## src/inc/standard_timer_pkg.sv

```systemverilog
package standard_timer_pkg;

  // =======================================================
  // bus geometry
  localparam int ADDR_W = 5;
  localparam int DATA_W = 32;
  localparam int BYTE_W = 8;
  localparam int COUNT_W = 16;

  // =======================================================
  // register byte offsets, one aligned word each
  localparam logic [4:0] OFS_RUN_CONTROL = 5'h00;
  localparam logic [4:0] OFS_MODE_PIN = 5'h04;
  localparam logic [4:0] OFS_COUNT_LO = 5'h08;
  localparam logic [4:0] OFS_COUNT_HI = 5'h0C;
  localparam logic [4:0] OFS_CMPA_LO = 5'h10;
  localparam logic [4:0] OFS_CMPA_HI = 5'h14;
  localparam logic [4:0] OFS_CMPP = 5'h18;
  localparam logic [4:0] OFS_FLAGS = 5'h1C;

  // =======================================================
  // field positions
  localparam int RUN_BIT = 3;
  localparam int MODE_HI = 7;
  localparam int MODE_LO = 6;
  localparam int FUNC_HI = 5;
  localparam int FUNC_LO = 4;
  localparam int OC_BIT = 3;
  localparam int POL_BIT = 2;
  localparam int DPX_BIT = 1;
  localparam int CCLR_BIT = 0;
  localparam int FLAG_A_BIT = 0;
  localparam int FLAG_P_BIT = 1;

  // =======================================================
  // reset values
  localparam logic [7:0] BYTE_RESET = 8'h00;
  localparam logic [15:0] COUNT_RESET = 16'h0000;
  localparam logic [31:0] DATA_ZERO = 32'h0000_0000;
  localparam logic [16:0] PERIOD_FULL = 17'h1_0000;

  // =======================================================
  // operating modes and pin functions
  typedef enum logic [1:0] {
    MODE_COMPARE = 2'b00,
    MODE_CAPTURE = 2'b01,
    MODE_PWM = 2'b10,
    MODE_TIMER = 2'b11
  } timer_mode_t;

  localparam logic [1:0] FN_CMP_NONE = 2'h0;
  localparam logic [1:0] FN_CMP_LOW = 2'h1;
  localparam logic [1:0] FN_CMP_HIGH = 2'h2;
  localparam logic [1:0] FN_CMP_TOGGLE = 2'h3;
  localparam logic [1:0] FN_PWM_INACTIVE = 2'h0;
  localparam logic [1:0] FN_PWM_ACTIVE = 2'h1;
  localparam logic [1:0] FN_PWM_WAVE = 2'h2;
  localparam logic [1:0] FN_PWM_PULSE = 2'h3;
  localparam logic [1:0] FN_CAP_RISE = 2'h0;
  localparam logic [1:0] FN_CAP_FALL = 2'h1;
  localparam logic [1:0] FN_CAP_BOTH = 2'h2;
  localparam logic [1:0] FN_CAP_OFF = 2'h3;

endpackage

```

## src/logic/stm_compare_unit.sv

```systemverilog
`timescale 1ns/10ps
module stm_compare_unit #(
  parameter int WIDTH = 16
) (
  input wire logic [WIDTH-1:0] i_count,
  input wire logic [WIDTH-1:0] i_value,
  output logic o_match
);

  // pure equality, the caller qualifies it with the tick
  assign o_match = (i_count == i_value);

endmodule

```

## src/logic/standard_timer.sv

```systemverilog
// The address map and the Wishbone slave port were left to the implementer.
`timescale 1ns/10ps
// Notes on behaviour
// - run rising clears counter; run falling keeps the residual count
// - run low stops counting, timer sits powered down
// - run rising restores initial pin level in compare mode; pulse mode drives the active level
// - low three bits of run control register read as zero
// - two-bit mode field picks compare, capture, PWM/pulse or timer
// - compare mode: A match leaves, lowers, raises or toggles pin
// - PWM mode: force inactive, force active, PWM wave, single pulse
// - capture mode: rising, falling, both edges or disabled
// - output control bit is initial level or active level
// - polarity bit inverts pin; both bits idle in timer mode
// - swap bit exchanges period and duty roles of P and A
// - clear select: A match, or P match/overflow
// - overflow clear only with compare P zero, wraps at maximum
// - clear select ignored in PWM, pulse and capture modes
// - counter readable as two read-only bytes, reset zero
// - compare A is 16-bit read/write, full-width compare
// - compare P checks the full count against {P,00} minus one, 256-tick steps
// - P period 65536 ticks for zero, else value times 256
// - low bytes pass a shared buffer, latched by high byte access
// - compare mode with A clear never sets the P flag
module standard_timer #(
  parameter int COUNT_W = 16
) (
  input wire logic i_clk,
  input wire logic i_rstn,
  input wire logic i_wb_cyc,
  input wire logic i_wb_stb,
  input wire logic i_wb_we,
  input wire logic [standard_timer_pkg::ADDR_W-1:0] i_wb_adr,
  input wire logic [standard_timer_pkg::DATA_W-1:0] i_wb_dat,
  input wire logic [3:0] i_wb_sel,
  output logic [standard_timer_pkg::DATA_W-1:0] o_wb_dat,
  output logic o_wb_ack,
  input wire logic i_timer_tick,
  input wire logic i_capture_pin,
  output logic o_timer_output_pin,
  output logic o_timer_output_oe,
  output logic o_compare_a_flag,
  output logic o_compare_p_flag
);

  // =======================================================
  // state
  logic ack_reg;
  logic [standard_timer_pkg::DATA_W-1:0] rdat_reg;
  logic run_reg;
  logic [7:0] mode_pin_reg;
  logic [7:0] cmp_p_reg;
  logic [COUNT_W-1:0] cmp_a_reg;
  logic [COUNT_W-1:0] count_reg;
  logic [7:0] buf_reg;
  logic level_reg;
  logic flag_a_reg;
  logic flag_p_reg;
  logic pin_reg;
  logic oe_reg;
  logic cap_s1_reg;
  logic cap_s2_reg;
  logic cap_s3_reg;

  // =======================================================
  // bus decode
  wire req = i_wb_cyc & i_wb_stb & ~ack_reg;
  wire wr = req & i_wb_we & i_wb_sel[0];
  wire rd = req & ~i_wb_we;
  wire hit_run = (i_wb_adr == standard_timer_pkg::OFS_RUN_CONTROL);
  wire hit_mode = (i_wb_adr == standard_timer_pkg::OFS_MODE_PIN);
  wire hit_cnt_lo = (i_wb_adr == standard_timer_pkg::OFS_COUNT_LO);
  wire hit_cnt_hi = (i_wb_adr == standard_timer_pkg::OFS_COUNT_HI);
  wire hit_a_lo = (i_wb_adr == standard_timer_pkg::OFS_CMPA_LO);
  wire hit_a_hi = (i_wb_adr == standard_timer_pkg::OFS_CMPA_HI);
  wire hit_p = (i_wb_adr == standard_timer_pkg::OFS_CMPP);
  wire hit_flags = (i_wb_adr == standard_timer_pkg::OFS_FLAGS);
  wire [7:0] wbyte = i_wb_dat[7:0];

  // =======================================================
  // control fields
  // mode decode
  wire [1:0] mode = mode_pin_reg[standard_timer_pkg::MODE_HI:standard_timer_pkg::MODE_LO];
  wire [1:0] func = mode_pin_reg[standard_timer_pkg::FUNC_HI:standard_timer_pkg::FUNC_LO];
  wire oc = mode_pin_reg[standard_timer_pkg::OC_BIT];
  wire pol = mode_pin_reg[standard_timer_pkg::POL_BIT];
  wire dpx = mode_pin_reg[standard_timer_pkg::DPX_BIT];
  wire cclr = mode_pin_reg[standard_timer_pkg::CCLR_BIT];
  wire in_cmp = (mode == standard_timer_pkg::MODE_COMPARE);
  wire in_cap = (mode == standard_timer_pkg::MODE_CAPTURE);
  wire in_pwm = (mode == standard_timer_pkg::MODE_PWM);
  wire in_tmr = (mode == standard_timer_pkg::MODE_TIMER);
  wire cmp_like = in_cmp | in_tmr;
  wire sp_mode = in_pwm & (func == standard_timer_pkg::FN_PWM_PULSE);

  // =======================================================
  // comparators
  logic a_match;
  logic p_match;
  // P match one tick before the counter reaches {P,00}; zero wraps at FFFF
  wire [COUNT_W-1:0] p_target = COUNT_W'({cmp_p_reg, 8'h00} - 16'h0001);

  stm_compare_unit #(.WIDTH(COUNT_W)) u_cmp_a (
    .i_count(count_reg),
    .i_value(cmp_a_reg),
    .o_match(a_match)
  );

  // period of P*256 ticks, 65536 for zero
  stm_compare_unit #(.WIDTH(COUNT_W)) u_cmp_p (
    .i_count(count_reg),
    .i_value(p_target),
    .o_match(p_match)
  );

  // =======================================================
  // counter events
  // ticks are ignored while stopped
  wire count_adv = i_timer_tick & run_reg;
  wire a_nonzero = (cmp_a_reg != 16'h0000);
  wire a_evt = count_adv & a_match & a_nonzero;
  // no P flag in compare/timer mode with A clear
  wire p_evt = count_adv & p_match & ~(cmp_like & cclr);
  // zero compare A never clears, so the count overflows instead
  wire a_hit = a_match & a_nonzero;
  wire clear_hit = in_pwm ? (dpx ? a_hit : p_match) :
                   in_cap ? p_match :
                   (cclr ? a_hit : p_match);
  // single pulse ends on compare A
  wire sp_end = sp_mode & a_evt;

  // =======================================================
  // run bit
  wire run_next = (wr & hit_run) ? wbyte[standard_timer_pkg::RUN_BIT] :
                  (sp_end ? 1'b0 : run_reg);
  // edge seen as it is written
  wire run_rise = run_next & ~run_reg;

  // clear on rise; a match tick loads zero, not the increment
  wire [COUNT_W-1:0] count_next = run_rise ? standard_timer_pkg::COUNT_RESET :
                                  !count_adv ? count_reg :
                                  clear_hit ? standard_timer_pkg::COUNT_RESET :
                                  COUNT_W'(count_reg + 16'h0001);
  // so the counter spans 0 to target, one tick per state

  // =======================================================
  // capture input
  // edge select on the synchronised pin
  wire cap_rise = cap_s2_reg & ~cap_s3_reg;
  wire cap_fall = ~cap_s2_reg & cap_s3_reg;
  wire cap_edge = (func == standard_timer_pkg::FN_CAP_RISE) ? cap_rise :
                  (func == standard_timer_pkg::FN_CAP_FALL) ? cap_fall :
                  (func == standard_timer_pkg::FN_CAP_BOTH) ? (cap_rise | cap_fall) :
                  1'b0;
  wire cap_evt = in_cap & run_reg & cap_edge;

  // =======================================================
  // registers behind the byte buffer
  // high byte access moves the low byte through the buffer
  wire [7:0] buf_next = (wr & hit_a_lo) ? wbyte :
                        (rd & hit_cnt_hi) ? count_reg[7:0] :
                        (rd & hit_a_hi) ? cmp_a_reg[7:0] :
                        buf_reg;
  wire [COUNT_W-1:0] cmp_a_next = (wr & hit_a_hi) ? {wbyte, buf_reg} :
                                  cap_evt ? count_reg : cmp_a_reg;
  wire [7:0] mode_pin_next = (wr & hit_mode) ? wbyte : mode_pin_reg;
  wire [7:0] cmp_p_next = (wr & hit_p) ? wbyte : cmp_p_reg;

  // =======================================================
  // flags, set wins over the write-one clear
  wire clr_a = wr & hit_flags & wbyte[standard_timer_pkg::FLAG_A_BIT];
  wire clr_p = wr & hit_flags & wbyte[standard_timer_pkg::FLAG_P_BIT];
  // a capture edge also raises the A flag
  wire set_a = a_evt | cap_evt;
  wire flag_a_next = set_a | (flag_a_reg & ~clr_a);
  wire flag_p_next = p_evt | (flag_p_reg & ~clr_p);

  // =======================================================
  // output pin
  // compare A match action
  wire cmp_level = (func == standard_timer_pkg::FN_CMP_LOW) ? 1'b0 :
                   (func == standard_timer_pkg::FN_CMP_HIGH) ? 1'b1 :
                   (func == standard_timer_pkg::FN_CMP_TOGGLE) ? ~level_reg :
                   level_reg;
  // initial level restored on run rise
  wire level_next = (run_rise & in_cmp) ? oc :
                    (in_cmp & a_evt) ? cmp_level : level_reg;
  // duty source, zero P meaning 65536
  wire [16:0] p_span = (cmp_p_reg == 8'h00) ? standard_timer_pkg::PERIOD_FULL :
                       {1'b0, cmp_p_reg, 8'h00};
  wire [16:0] duty = dpx ? p_span : {1'b0, cmp_a_reg};
  // duty at or past the period gives 100 percent
  wire duty_on = ({1'b0, count_reg} < duty);
  // PWM functions with oc as active level
  wire pwm_level = (func == standard_timer_pkg::FN_PWM_INACTIVE) ? ~oc :
                   (func == standard_timer_pkg::FN_PWM_ACTIVE) ? oc :
                   (func == standard_timer_pkg::FN_PWM_WAVE) ? ((run_reg & duty_on) ? oc : ~oc) :
                   (run_next ? oc : ~oc);
  wire raw_level = in_cmp ? level_next : (in_pwm ? pwm_level : 1'b0);
  // polarity has no effect in timer mode
  wire pin_next = (in_cmp | in_pwm) ? (raw_level ^ pol) : 1'b0;
  wire oe_next = in_cmp | in_pwm;

  // =======================================================
  // read mux; reserved and pause/clock bits read zero
  wire [7:0] rbyte = hit_run ? {4'h0, run_reg, 3'h0} :
                     hit_mode ? mode_pin_reg :
                     (hit_cnt_lo | hit_a_lo) ? buf_reg :
                     hit_cnt_hi ? count_reg[15:8] :
                     hit_a_hi ? cmp_a_reg[15:8] :
                     hit_p ? cmp_p_reg :
                     hit_flags ? {6'h00, flag_p_reg, flag_a_reg} :
                     standard_timer_pkg::BYTE_RESET;
  wire [standard_timer_pkg::DATA_W-1:0] rdat_next = {24'h00_0000, rbyte};

  // =======================================================
  // flops
  always_ff @(posedge i_clk or negedge i_rstn) begin
    if (!i_rstn) begin
      ack_reg <= 1'b0;
      rdat_reg <= standard_timer_pkg::DATA_ZERO;
    end else begin
      ack_reg <= req;
      rdat_reg <= rd ? rdat_next : standard_timer_pkg::DATA_ZERO;
    end
  end

  always_ff @(posedge i_clk or negedge i_rstn) begin
    if (!i_rstn) begin
      run_reg <= 1'b0;
      mode_pin_reg <= standard_timer_pkg::BYTE_RESET;
      cmp_p_reg <= standard_timer_pkg::BYTE_RESET;
      cmp_a_reg <= standard_timer_pkg::COUNT_RESET;
      buf_reg <= standard_timer_pkg::BYTE_RESET;
    end else begin
      run_reg <= run_next;
      mode_pin_reg <= mode_pin_next;
      cmp_p_reg <= cmp_p_next;
      cmp_a_reg <= cmp_a_next;
      buf_reg <= buf_next;
    end
  end

  always_ff @(posedge i_clk or negedge i_rstn) begin
    if (!i_rstn) begin
      count_reg <= standard_timer_pkg::COUNT_RESET;
      flag_a_reg <= 1'b0;
      flag_p_reg <= 1'b0;
    end else begin
      count_reg <= count_next;
      flag_a_reg <= flag_a_next;
      flag_p_reg <= flag_p_next;
    end
  end

  // capture pin passes two flops before the edge detector
  always_ff @(posedge i_clk or negedge i_rstn) begin
    if (!i_rstn) begin
      cap_s1_reg <= 1'b0;
      cap_s2_reg <= 1'b0;
      cap_s3_reg <= 1'b0;
    end else begin
      cap_s1_reg <= i_capture_pin;
      cap_s2_reg <= cap_s1_reg;
      cap_s3_reg <= cap_s2_reg;
    end
  end

  always_ff @(posedge i_clk or negedge i_rstn) begin
    if (!i_rstn) begin
      level_reg <= 1'b0;
      pin_reg <= 1'b0;
      oe_reg <= 1'b0;
    end else begin
      level_reg <= level_next;
      pin_reg <= pin_next;
      oe_reg <= oe_next;
    end
  end

  assign o_wb_ack = ack_reg;
  assign o_wb_dat = rdat_reg;
  assign o_timer_output_pin = pin_reg;
  assign o_timer_output_oe = oe_reg;
  assign o_compare_a_flag = flag_a_reg;
  assign o_compare_p_flag = flag_p_reg;
endmodule

```

## config.mk

```make
export PLATFORM = sky130hd
export DESIGN_NAME = standard_timer
export DESIGN_NICKNAME = d
export VERILOG_FILES = /design/src/inc/standard_timer_pkg.sv /design/src/logic/stm_compare_unit.sv /design/src/logic/standard_timer.sv
export SDC_FILE = /design/constraint.sdc
export NUM_CORES = 1
export LEC_CHECK = 0
export BUFFER_PORTS_ARGS = -buffer_cell sky130_fd_sc_hd__buf_4
export CORE_MARGIN = 1.5
export CORE_UTILIZATION = 52
export CTS_CLUSTER_DIAMETER = 80
export DETAILED_ROUTE_END_ITERATION = 8
export GPL_ROUTABILITY_DRIVEN = 0
export GPL_TIMING_DRIVEN = 0
export PLACE_DENSITY = 0.78
export SLEW_MARGIN = 20
export SYNTH_ARGS = -nofsm -noshare
export SYNTH_HDL_FRONTEND = slang
export SYNTH_SLANG_ARGS = --single-unit
export TNS_END_PERCENT = 1
```

## constraint.sdc

```tcl
create_clock -name i_clk -period 2.57 [get_ports i_clk]
set_input_delay 0.514 -clock i_clk [delete_from_list [all_inputs] [get_ports i_clk]]
set_output_delay 0.514 -clock i_clk [all_outputs]
set_load 0.1 [all_outputs]
```

==> results.py <==
metrics = {
    "timing": {
        "fmaxAchievable_mhz": 364,
        "setup_viol": 6,
        "rsz0062_at_grt": "true",
        "min_period_ns": 2.75,
        "finalHoldViolations": 0,
        "maxSlewViolCount": 0,
        "setup_tns_ns": -0.251,
        "finClkSkew_ns": 0.0158,
        "finalCritPeriodShare_pct": 107,
        "fin_ws_ns": -0.178,
        "slew_headroom_pct": 36.4,
        "whs_ns": 0.258,
        "worst_pin_slew_ns": 0.953,
    },
    "finish": {
        "antenna_cells": 0,
        "area_growth_pct": 17.1,
        "mostFrequentLayoutCell": "buf_4",
        "drive_gt1_share_pct": 21.5,
        "design_area_sq_um": 5930,
        "fillers": 773,
        "mostFrequentLayoutCells": "buf_4 (69), dfrtp_1 (67), nand2_1 (66)",
        "nNetsFinal": 712,
        "post-route-util_pct": 63.5,
    },
    "yosys": {
        "synthDistinctLibCells": 58,
        "synth-warning-count": 0,
        "yosys.area_share.simple_pct": 18.7,
        "synth-seq-cells": 74,
        "ys_async_sr_fraction_pct": 100,
        "synth_top_family_by_area": "simple AND/OR/NAND/NOR gates",
        "synthesis.area_sq_um": 5060,
        "synth_top_area_share_pct": 36.6,
        "avgSynthCellArea_sq_um": 8.97,
        "yosys-top-cells-area": "dfrtp_1 (37%), mux2i_1 (6.7%), ha_1 (5.4%), nand2_1 (5.0%), buf_4 (3.7%)",
        "synth-seq-area-share_pct": 36.6,
        "synth.mux.area_fraction_pct": 9.84,
        "syn_inst": 564,
        "synth-edff-count": 0,
        "synthAdderAreaFrac_pct": 5.44,
        "synth_ff_type": "dfrtp_1",
        "synth-compound-area-share_pct": 17.4,
        "yosysTopAreaCell": "dfrtp_1",
        "synth_xor_area_share_pct": 4.50,
    },
    "clock_network": {
        "cts.sinks": 74,
        "htreeDepth": 3,
        "cts_tree": "yes",
        "insertion_delay_ns": 0.36,
        "max-clock-path-buffers": 2,
        "cts_hold_buf": 0,
        "cts-root-buf": "clkbuf_8",
        "cts_buffers": 9,
        "clkTransAtPathRegs_ns": 0.08,
    },
    "global_route": {
        "grt_pass1_wl_um": 23000,
        "gr-total-overflow": 0,
        "grtUsageTotal_pct": 29.5,
        "antenna_found_initial": 0,
        "grt_max_degree": 75,
        "grt_pass1_vias": 4389,
    },
    "critical_path": {
        "startpoint_type": "flop",
        "crit_required_ns": 2.81,
        "crit_type": "flop to flop",
        "rr_worst_depth": 13,
        "arrival_ns": 2.99,
        "cp_max_fo": 3,
        "critPathCaptureType": "flop",
    },
    "place": {
        "place.port_buffers": 32,
        "dpl_cell_area_sq_um": 5550,
        "hpwl_um": 10500,
    },
    "detailed_routing": {
        "drc": 0,
        "drt-vias-per-instance": 6.15,
        "vias": 4769,
        "drt_iter0_drc": 497,
        "drt_wl_total_um": 14500,
        "ant_nets": 0,
        "firstDrtPassIters": 6,
        "wl_per_cell_um": 18.7,
    },
    "pwr": {
        "power.total_w": 0.00280,
        "leakagePower_nw": 2.73,
        "ir_worst_vdd_uv": 261,
        "power_density_nw_per_um2": 473,
    },
    "floorplanning": {
        "core_sq_um": 9330,
        "std_cell_rows": 35,
        "die_h_um": 102,
        "die_width_um": 102,
        "die_area_sq_um": 10300,
        "num_io_pins": 85,
        "initial_core_util_pct": 54.2,
    },
    "run_status": {
        "status": "finished with violations",
        "violations": "negative setup slack",
    },
    "worst_hold_path": {
        "hold_class": "input pin to flop",
        "hold_depth": 1,
    },
    "flow_run": {
        "drv_cap": 0,
    },
}
-- kinds of logic after synthesis --
family                   after synthesis
AO/OA/AOI/OAI                        136
XOR/XNOR                              26
adder cells (fa/ha/maj)               22
buffers and inverters                 70
flip-flops                            74
multiplexers                          48
other                                  1
AND/OR/NAND/NOR                      187
-- routing by layer --
| metal | share of wire [%] | global-route usage (%) |
|---|---|---|
| met1 | 39 | 37.9 |
| met5 | 0 | 0 |
| met4 | 5.3 | 17.6 |
| met3 | 10 | 5.73 |
| met2 | 46 | 46.3 |
-- path summary, 6_finish.rpt --
path                                          start                      endpoint  slack [ns]
min in group asynchronous                    i_rstn      count_reg[0]$_DFFE_PN0P_        0.29
min                                   i_capture_pin          cap_s1_reg$_DFF_PN0_        0.26
max in group asynchronous                    i_rstn            o_wb_ack$_DFF_PN0_        1.60
min reg2reg                    cap_s1_reg$_DFF_PN0_          cap_s2_reg$_DFF_PN0_        0.38
max reg2reg                cmp_p_reg[0]$_DFFE_PN0P_  o_timer_output_pin$_DFF_PN0_       -0.18
max                        cmp_p_reg[0]$_DFFE_PN0P_  o_timer_output_pin$_DFF_PN0_       -0.18
-- synthesized netlist by cell type, drive strengths merged (12+ instances only) --
| master | n |
|---|---|
| mux2i | 34 |
| clkbuf | 22 |
| nand2b | 12 |
| and3 | 14 |
| a21oi | 16 |
| nand4 | 12 |
| o21ai | 64 |
| inv | 13 |
| dfrtp | 74 |
| xnor2 | 13 |
| mux2 | 14 |
| ha | 22 |
| xor2 | 13 |
| nand2 | 68 |
| nor2 | 24 |
| buf | 35 |
-- per-stage QoR --
stage                     setup WS, ns  cells
final                           -0.178    776
after global routing            -0.309    776
after CTS                       -0.140    773
after detailed placement        -0.526    748
after global placement          -0.449    748
after floorplan                 0.0547    587
-- cell type report --
type / instances / area (sq um) / area share, %
Multi-Input combinational cell: 443 / 2990 / 50.5
Clock buffer: 11 / 131 / 2.22
Timing Repair Buffer: 45 / 350 / 5.91
Tap cell: 129 / 161 / 2.72
Clock inverter: 5 / 31.3 / 0.528
Sequential cell: 74 / 1860 / 31.4
Buffer: 56 / 353 / 5.95
Inverter: 13 / 48.8 / 0.823
-- repair_timing --
action                                  4_1_cts  5_1_grt
endpoints found under the setup margin       16       18
pin swaps                                     7        7
gates resized for setup                      17       15
setup buffers                                10        3
-- power breakdown --
| group | switching [W] | total (W) | internal (W) |
|---|---|---|---|
| Sequential | 0.000120 | 0.00136 | 0.00124 |
| Combinational | 0.000416 | 0.000638 | 0.000221 |
| Clock | 0.000450 | 0.000799 | 0.000350 |
-- worst max-delay path, stage by stage (launching register included) --
cell and delay (ns):
dfrtp_2 0.40, inv_2 0.05, ha_4 0.15, nor2b_4 0.13
nand4b_1 0.18, nand2_1 0.09, ha_1 0.18, a211o_1 0.26
a211o_1 0.27, a21oi_2 0.15, o211a_4 0.24, mux2i_1 0.22
nor2_1 0.05, o31a_1 0.25
No activity file was read; power rests on OpenSTA's default activity.
